<file path="config.mk">
export PLATFORM = sky130hd
export DESIGN_NAME = sdf_sat_cnt
export DESIGN_NICKNAME = d
export VERILOG_FILES = /design/src/rtl/sdf_sat_cnt.sv
export SDC_FILE = /design/constraint.sdc
export NUM_CORES = 1
export LEC_CHECK = 0
export BUFFER_PORTS_ARGS = -buffer_cell sky130_fd_sc_hd__buf_4
export CAP_MARGIN = 10
export CORE_UTILIZATION = 47
export DETAILED_ROUTE_END_ITERATION = 6
export PLACE_DENSITY = 0.79
export SYNTH_ARGS = -nofsm -noshare
export SYNTH_HDL_FRONTEND = slang
export SYNTH_SLANG_ARGS = --single-unit
</file>
<file path="constraint.sdc">
create_clock -name sys_clk_in -period 1.58 [get_ports sys_clk_in]
set_input_delay 0.237 -clock sys_clk_in [delete_from_list [all_inputs] [get_ports sys_clk_in]]
set_output_delay 0.237 -clock sys_clk_in [all_outputs]
set_load 0.02 [all_outputs]
</file>
<file path="src/rtl/sdf_sat_cnt.sv">
`timescale 1ns/1ps
`default_nettype none
module sdf_sat_cnt #(
   parameter int W = 16
) (
   // Clock and reset
   input  wire logic         sys_clk_in,
   input  wire logic         sys_rst_in,
   // Control
   input  wire logic         clr_in,
   input  wire logic         inc_in,
   // Count
   output logic [W-1:0]      count_out
);

   logic [W-1:0] count_next;
   logic         at_max;

   always_comb begin
      at_max = &count_out;
      count_next = count_out;
      if (clr_in) begin
         // Event in the clearing cycle is kept
         count_next = inc_in ? W'(1) : '0;
      end else if (inc_in && !at_max) begin
         count_next = count_out + W'(1);
      end
   end

   always_ff @(posedge sys_clk_in) begin
      if (sys_rst_in) begin
         count_out <= '0;
      end else begin
         count_out <= count_next;
      end
   end

endmodule
`default_nettype wire

</file>
Word-level counts from Yosys, hierarchy flattened
Index checks and enable logic that the tools add are counted.
Widths: inputs -> output; s select.
{ "totals": {"output_inout_bits": 16, "mem_bits_ro": 0, "ramBits": 0, "elab_cells": 9, "input_bits": 4, "n_memories": 0, "latchBits": 0, "register_bits": 16} }
{ "op_classes": {"shift": 0, "mul": 0, "div": 0, "addsub": 1, "n_reduce_logical": 4, "bitwise_logic": 0, "magnitude_cmp": 0, "n_mux": 3, "eq_ne": 0} }
{ "op_table": {"columns": ["op", "count"], "rows": [
  ["$mux 16", 2],
  ["$add 16x1->16 const B", 1],
  ["$reduce_and 16->1", 1],
  ["$reduce_bool 2->1", 1],
  ["$logic_and 1x1->1", 1],
  ["$logic_not 1->1", 1],
  ["$mux 1", 1]
]} }

Logic depth before layout (Yosys ltp)
Gate-level depths: netlist of run 1.
{ "logic_depth": {"ltp_word": 5, "mapped_depth": 5} }

Least setup slack after synthesis of run 1
No wires, ideal clock.
{ "synth_timing": {"path_kind": "register -> register", "startpoint": "register count_out[0]", "endpoint": "register count_out[2]", "path_slack_ps": -146, "arrival_ps": 1635, "path_buffers": 0, "path_stages_with_launch": 6, "path_cell_list": "dfxtp_1 > ha_1 > nand4_2 > nor4_4 > nor2_2 > a311oi_1"} }
{ "synth_via": {"elab_chain_len": 4, "word_cells_on_any_way": 7, "cone_classes": "add/sub (1); mux (2); reduce/logical (4)"} }
{ "synth_rtl": {"columns": ["element", "line_no", "rtl"], "rows": [
  ["start, declared", "13", "output logic [W-1:0] count_out"],
  ["start signal, assigned", "34", "count_out <= count_next;"],
  ["branches (longest 4 deep; another with $add 16x1->16)", null, null]
]} }
Several ways; the timed one is not identified. The select of a mux whose other input is x is not followed.
A chain may end at the register's enable or synchronous reset.

Worst setup path after layout of run 1
{ "layout_timing": {"startpoint": "register count_out[5]", "endpoint": "register count_out[2]"} }
{ "layout_via": {"elab_chain_len": 4} }
{ "layout_rtl": {"columns": ["element", "line_no", "rtl"], "rows": [
  ["$reduce_and 16->1", "20", "at_max = &count_out;"],
  ["$logic_not 1->1", "25", "end else if (inc_in && !at_max) begin"],
  ["$logic_and 1x1->1", "25", null],
  ["$reduce_bool 2->1 (no line)", null, null]
]} }
No other way between the ends.

==> summary.md, run 1 <==
| Metric | Value |
|---|---|
| Die area | `0.00216 mm2` |
| Arrival time worst endpoint | `1.76 ns` |
| Post-CTS Hold Fix Bufs | `0` |
| Core area | `0.00178 mm2` |
| Psw | `0.168 mW` |
| Gate Count Post-Synth | `107` |
| Synthesized flop and latch total | `16` |
| Top-area cell type share of the netlist area | `34.5%` |
| Starting Density | `52.1%` |
| IO Pins | `20` |
| Syn Area/Cell | `8.68 um2` |
| Mapped Area | `928 um2` |
| Post-synth EDFFs | `0` |
| Reg power frac | `59.6%` |
| Max reg flops | `16` |
| Area grow syn2layout | `45.0%` |
| Reg with most FFs | `count_out` |
| Site row count | `15` |
| Critical path's top delay family | `flip-flops` |
| Cell variety after synth | `37` |
| Switch share | `24.6%` |
| Cell taking the most area after synthesis | `dfxtp_1` |
| Critical path's slowest cell | `dfxtp_4` |
| Vias per cell | `6.20` |
| Overall Global Routing Usage | `29.4%` |
| Worst path max stage delay | `0.40 ns` |
| Regs by FF count | `count_out x16` |
| Peak Freq | `636 MHz` |
| H-tree lvl count | `1` |
| DRC | `0` |
| Maxcap violations | `0` |
| Initial DRC count | `45` |
| DR vias | `1079` |
| Vias in the first global route | `1002` |
| Clock sinks | `16` |
| Asr flop ratio synth | `0%` |
| Synthesized Nets | `112` |
| Clock transition at path regs | `0.09 ns` |
| Worst slew pin tran | `0.336 ns` |
| Hold crit path type | `input pin to flip-flop` |
| Synth Warn # | `0` |
| Internal cell power | `0.514 mW` |
| Register area share after synthesis | `34.5%` |
| Initial antenna violation count | `0` |
| Layout fillers | `135` |
| Top cells by area, synth | `dfxtp_1, a21oi_1, o31ai_1` |
| Detailed-router iteration count before antenna repair | `4` |
| Die Ht | `46.4 um` |
| Clock latency at the later pin of the worst-skew pair | `0.29 ns` |
| Outcome | `complete, no violations` |
| CTS Buf Count | `3` |
| Post-DP HPWL | `2010 um` |
| CTS root buffer | `clkbuf_4` |
| Final Hold Vio Count | `0` |
| Most used DFF post-synth | `dfxtp_1` |
| Maximum fanout along the worst path | `10` |
| DP Area | `0.00124 mm2` |
| Buf+Inv Stages, Crit Path | `2` |
| WL/cell | `16.7 um` |
| Final Slew Violations | `0` |
| CTS tree | `yes` |
| Crit share post-route | `99.5%` |
| Cell Pwr Density | `506 mW/mm2` |
| Largest net degree at the start of global routing | `12` |
| WS Path Type | `flip-flop to flip-flop` |
| First-pass GRT wire length | `4430 um` |
| Worst-path cell chain | `nand4_1 > buf_4 > nor4_4 > buf_6 > nor2_2 > a311oi_1` |
| Final WL | `2910 um` |
| Post-route cell area | `0.00135 mm2` |
| Power share of the combinational group | `7.7%` |
| Worst relative slew slack | `77.4%` |
| Clock share of power | `32.7%` |
| Critical Path End Type | `flip-flop` |
| CP required | `1.77 ns` |
| N_diodes | `0` |
| Die width | `46.4 um` |
| Worst-case clock buffer depth | `2` |
| Tmin final | `1.57 ns` |
| Nets | `156` |
| RSZ-0062 raised after global routing | `yes` |
| Startpoint types | `flip-flop` |
| Final GP Congestion | `0.883` |
| Fin Setup TNS | `0 ns` |
| Worst vdd ir | `0.387 mV` |
| Layout cell share with drive strength beyond 1 | `47.7%` |
| Final setup viols | `0` |
| Antenna Nets Post-Route | `0` |
| Number of port buffers | `19` |
| Pleak | `0.520 nW` |
| Clock skew | `0.00128 ns` |
| Total grt overflow | `0` |
kinds of logic (layout without fill, tap and decap cells):
logic type | count (synthesis) | after routing | synth area share, %
buffers and inverters | 7 | 49 | 5.26
DFF | 16 | 16 | 34.5
AOI/OAI and AO/OA | 35 | 35 | 26.1
and+or+nand+nor | 48 | 48 | 32.8
adders and majority gates | 1 | 1 | 1.35
cell type report:
type,count,area [um2],area share [%]
inverter,4,15.0,1.12
multi-input combinational,84,623,46.3
clock buffer,3,22.5,1.67
sequential,16,332,24.6
tap,25,31.3,2.32
timing repair buffer,42,323,24.0
routing by layer:
metal | track usage, % | vias to the layer above | part of all wire (%) | routed length (um)
li1 | - | 512 | - | -
met1 | 35.3 | 525 | 44 | 1270
met2 | 48.3 | 34 | 50 | 1470
met3 | 6.67 | 8 | 3.5 | 103
met4 | 14.7 | 0 | 2.3 | 67
met5 | 0 | - | 0 | 0
cells in the mapped netlist (2+ instances only):
| master | n |
|---|---|
| nand2_1 | 7 |
| nand3_1 | 7 |
| a41oi_1 | 2 |
| nor3_1 | 4 |
| o311ai_0 | 2 |
| o21ai_0 | 6 |
| and4_1 | 2 |
| and4_2 | 2 |
| and2_1 | 2 |
| o31ai_1 | 6 |
| and3_1 | 2 |
| dfxtp_1 | 16 |
| a21oi_1 | 12 |
| nand4_1 | 5 |
| inv_1 | 4 |
| nor2_1 | 3 |
| or4_1 | 5 |
final timing paths:
path	slack, ns	cells after the start	startpoint	endpoint
worst max-delay path	0.008	6	count_out[5]	count_out[2]
worst min-delay path	0.11	2	sys_rst_in	count_out[0]
worst max register to register	0.008	6	count_out[5]	count_out[2]
worst min register to register	0.50	1	count_out[8]	count_out[8]
cell usage in the layout, fill, tap and decap left out, types with 3 or more instances in the layout:
| cell type | synthesis | routed |
|---|---|---|
| a21oi_1 | 12 | 9 |
| o21ai_0 | 6 | 5 |
| nand3_1 | 7 | 5 |
| nand2_1 | 7 | 6 |
| nor3_1 | 4 | 4 |
| nand4_1 | 5 | 5 |
| dfxtp_2 | 0 | 6 |
| nor2_1 | 3 | 3 |
| inv_1 | 4 | 4 |
| o31ai_1 | 6 | 6 |
| clkbuf_4 | 1 | 3 |
| or4_1 | 5 | 4 |
| buf_4 | 0 | 40 |
| dfxtp_1 | 16 | 9 |
| a21oi_2 | 0 | 3 |
power groups by stage:
stage	clock, mW	sequential [mW]	combinational [mW]
finish	0.223	0.406	0.0525
global route	0.243	0.407	0.0560
CTS	0.226	0.408	0.0485
detailed placement	0	0.417	0.0471
global placement	0	0.416	0.0460
floorplan	0	0.421	0.0257
timing repair:
action | 4_1_cts | 5_1_grt
buffers inserted | 1 | 1
resized for setup | 4 | 16
setup endpoints to repair | 6 | 10
cloned | 0 | 0
endpoints found under the hold margin | 0 | 0
pin swaps | 2 | 5
worst reg2reg max path, delay by kind of cell (launching register included):
| kind | cells | cell delay [ns] |
|---|---|---|
| AND/OR/NAND/NOR | 3 | 0.41 |
| buffers and inverters | 2 | 0.35 |
| AO/OA/AOI/OAI | 1 | 0.31 |
| flip-flops | 1 | 0.40 |
stage by stage:
stage                     util, %  cells  setup WS, ns  total power [mW]  hold slack [ns]
final                        75.5    174       0.00774             0.682            0.109
after global routing         75.5    174       -0.0426             0.706            0.105
after CTS                    72.6    173        0.0136             0.683           0.0999
after detailed placement     69.5    169       -0.0346             0.464            0.418
after global placement       69.5    169        0.0151             0.462            0.411
after floorplan                 -    107      0.000229             0.446            0.299
Power figures use the tool's default switching activity.
==> run 2, diff against run 1 <==
Settings changed: ABC_AREA from default to 1, CORE_UTILIZATION 47 to 48, PLACE_DENSITY 0.79 to 0.8.
==> run 2 against run 1 <==
Against the previous run: final area down 0.37%; global-route usage down 4.2 points; combinational power is 130% higher; synthesized cell count increased by 53%; via count is 12% higher; critical path depth rose by 2; total power is 21% higher; critical endpoint is now count_out[5]; largest cell class unchanged; non-clock buffer count decreased by 9; hold slack better by 0.011 ns.
==> summary.md, run 2 <==
| Metric | Value |
|---|---|
| Maximum fanout along the worst path | `6 (-4)` |
| IO Pins | `20 (unchanged)` |
| Worst slew pin tran | `0.279 ns (-0.0574 ns)` |
| Die Ht | `47.8 um (+3.0%)` |
| H-tree lvl count | `1 (unchanged)` |
| Placed Instances | `220 (+30%)` |
| Critical path's top delay family | `compound AO/OA/AOI/OAI gates` |
| Worst vdd ir | `0.467 mV (+21%)` |
| Worst-path cell chain | `ha_4 > nand2_2 > nor2_4 > nand2_4 > o21ai_4 > buf_6 > nand3_1 > a21oi_1` |
| Detailed-router iteration count before antenna repair | `5 (+1)` |
| CTS Buf Count | `3 (unchanged)` |
| Final setup viols | `0 (unchanged)` |
| Worst-case clock buffer depth | `2 (unchanged)` |
| Number of port buffers | `19 (unchanged)` |
| DR vias | `1212 (+12%)` |
| Critical path's slowest cell | `dfxtp_2` |
| Post-route cell area | `0.00134 mm2 (-0.37%)` |
| Commonest non-fill, non-tap cell in the layout | `nand2_1` |
| Most frequent cells in the layout | `nand2_1, buf_4, nor2_1` |
| Nets | `206 (+32%)` |
| Final Total Pwr | `0.828 mW (+21%)` |
| Overall Global Routing Usage | `25.2% (-4.2 points)` |
| Asr flop ratio synth | `0% (unchanged)` |
| Final non-filler cell total | `227 (+30%)` |
| Site row count | `16 (+1)` |
| Clock sinks | `16 (unchanged)` |
| Post-CTS Hold Fix Bufs | `0 (unchanged)` |
| Gate Count Post-Synth | `164 (+53%)` |
| WL/cell | `12.5 um (-25%)` |
| DP Area | `0.00125 mm2 (+1.3%)` |
| WHS | `0.120 ns (+0.0110 ns)` |
| Clock transition at path regs | `0.10 ns (about the same)` |
| Worst path max stage delay | `0.37 ns (-0.03 ns)` |
| Final WL | `2830 um (-2.5%)` |
| N_diodes | `0 (unchanged)` |
| Cell taking the most area after synthesis | `dfxtp_1` |
| Pleak | `0.569 nW (+9.4%)` |
| Peak Freq | `659 MHz (+3.6%)` |
| Layout cell share with drive strength beyond 1 | `25.0% (-23 points)` |
| Top cells by area, synth | `dfxtp_1, nand2_1, nor2_1` |
| Core area | `0.00196 mm2 (+10%)` |
| WS Path Type | `flip-flop to flip-flop` |
| Layout fillers | `182 (+35%)` |
| Most instantiated library cell after synthesis | `nand2_1` |
| Mapped Area | `0.00101 mm2 (+8.6%)` |
| Final Hold Vio Count | `0 (unchanged)` |
| Fin Setup TNS | `0 ns (unchanged)` |
| Initial antenna violation count | `0 (unchanged)` |
| CTS root buffer | `clkbuf_4` |
| Reg with most FFs | `count_out` |
| Synth Warn # | `0 (unchanged)` |
| Crit share post-route | `96.1% (-3.4 points)` |
| Syn Area/Cell | `6.15 um2 (-29%)` |
| Critical Path End Type | `flip-flop` |
| Largest net degree at the start of global routing | `14 (+2)` |
| Cell Pwr Density | `617 mW/mm2 (+22%)` |
| CTS tree | `yes` |
| Initial DRC count | `52 (+16%)` |
| Total grt overflow | `0 (unchanged)` |
| Vias per cell | `5.34 (-14%)` |
| Outcome | `complete, no violations` |
| Post-synth EDFFs | `0 (unchanged)` |
| Final GP Congestion | `0.919 (+4.1%)` |
| Regs by FF count | `count_out x16` |
| Buf+Inv Stages, Crit Path | `1 (-1)` |
| Area grow syn2layout | `33.0%` |
| Synthesized flop and latch total | `16 (unchanged)` |
| Clock skew | `0.00740 ns (+0.00612 ns)` |
| Synth top cells by count | `nand2_1, nor2_1, inv_1` |
| Vias in the first global route | `932 (-7.0%)` |
| First-pass GRT wire length | `3930 um (-11%)` |
| Die area | `0.00229 mm2 (+6.1%)` |
| Max reg flops | `16 (unchanged)` |
| Top-area cell type share of the netlist area | `31.8% (-2.7 points)` |
| Clock latency at the later pin of the worst-skew pair | `0.30 ns (about the same)` |
| Most used DFF post-synth | `dfxtp_1` |
| DRC | `0 (unchanged)` |
| Starting Density | `51.4% (-0.67 points)` |
| Post-DP HPWL | `2020 um (+0.43%)` |
| Startpoint types | `flip-flop` |
| Synthesized Nets | `169 (+51%)` |
| Die width | `47.8 um (+3.0%)` |
| Arrival time worst endpoint | `1.75 ns (about the same)` |
| Register area share after synthesis | `31.8% (-2.7 points)` |
| Maxcap violations | `0 (unchanged)` |
| Antenna Nets Post-Route | `0 (unchanged)` |
| Final Slew Violations | `0 (unchanged)` |
| Worst relative slew slack | `81.3% (+3.9 points)` |
| CP required | `1.81 ns (+0.04 ns)` |
| Cell variety after synth | `19 (-49%)` |
| Tmin final | `1.52 ns (-0.0544 ns)` |
| Hold crit path type | `input pin to flip-flop` |
## run 2: changes by cell type after synthesis, sizes merged, moves of 4 or more
cell and delta:
nand4 -6, o21ai +7, and4 -4, nor2 +20
o31ai -6, nand3 +9, nand2 +47, inv +17
or4 -5
## run 2: what timing repair did
item / 4_1_cts / 5_1_grt
gates resized for setup: 0 / 9
setup endpoints to repair: 0 / 16
buffers inserted: 0 / 1
endpoints found under the hold margin: 0 / 0
## run 2: cell families after synthesis
group | Yosys count | synth area share [%]
compound gates | 25 | 13.8
xor+xnor | 1 | 0.869
fa+ha+maj | 1 | 1.24
buf+inv | 24 | 10.4
flops | 16 | 31.8
simple gates | 97 | 41.9
## run 2: area by class of cell
type	count	area, um2	share of cell area (%)
clock buffer	4	36.3	2.71
inverter	22	82.6	6.16
multi-input combinational	125	609	45.4
sequential	16	324	24.2
tap	27	33.8	2.52
timing repair buffer	33	255	19.0
## run 2: path summary, 6_finish.rpt
kind / from / end / slack (ns) / cells past startpoint
worst max-delay path: count_out[0] / count_out[5] / 0.06 / 8
worst min-delay path: sys_rst_in / count_out[0] / 0.12 / 2
worst max register to register: count_out[0] / count_out[5] / 0.06 / 8
worst min register to register: count_out[8] / count_out[8] / 0.50 / 2
## run 2: worst reg2reg max path, delay by kind of cell (launching register included)
kind	cells	cell delay, ns
compound gates	2	0.40
flops	1	0.37
simple gates	4	0.36
buf+inv	1	0.17
fa+ha+maj	1	0.15
## run 2: power breakdown
part / internal (mW) / switching, mW / leakage, nW
clock network: 0.141 / 0.149 / 0.0210
registers: 0.411 / 0.00722 / 0.131
logic: 0.0497 / 0.0703 / 0.417
## run 2: metal layers
metal	share of wire, %	global-route usage [%]
met1	40	31.1
met2	49	41.9
met3	8.7	4.15
met4	2.5	12.8
met5	0	0
## run 2: metrics by stage
step | setup slack [ns] | util [%]
6_report | 0.0621 | 68.4
4_1_cts | 0.0134 | 65.8
3_3_place_gp | 0.136 | 64.0
2_1_floorplan | 0.0158 | -
3_5_place_dp | 0.0401 | 64.0
5_1_grt | -0.00970 | 68.4
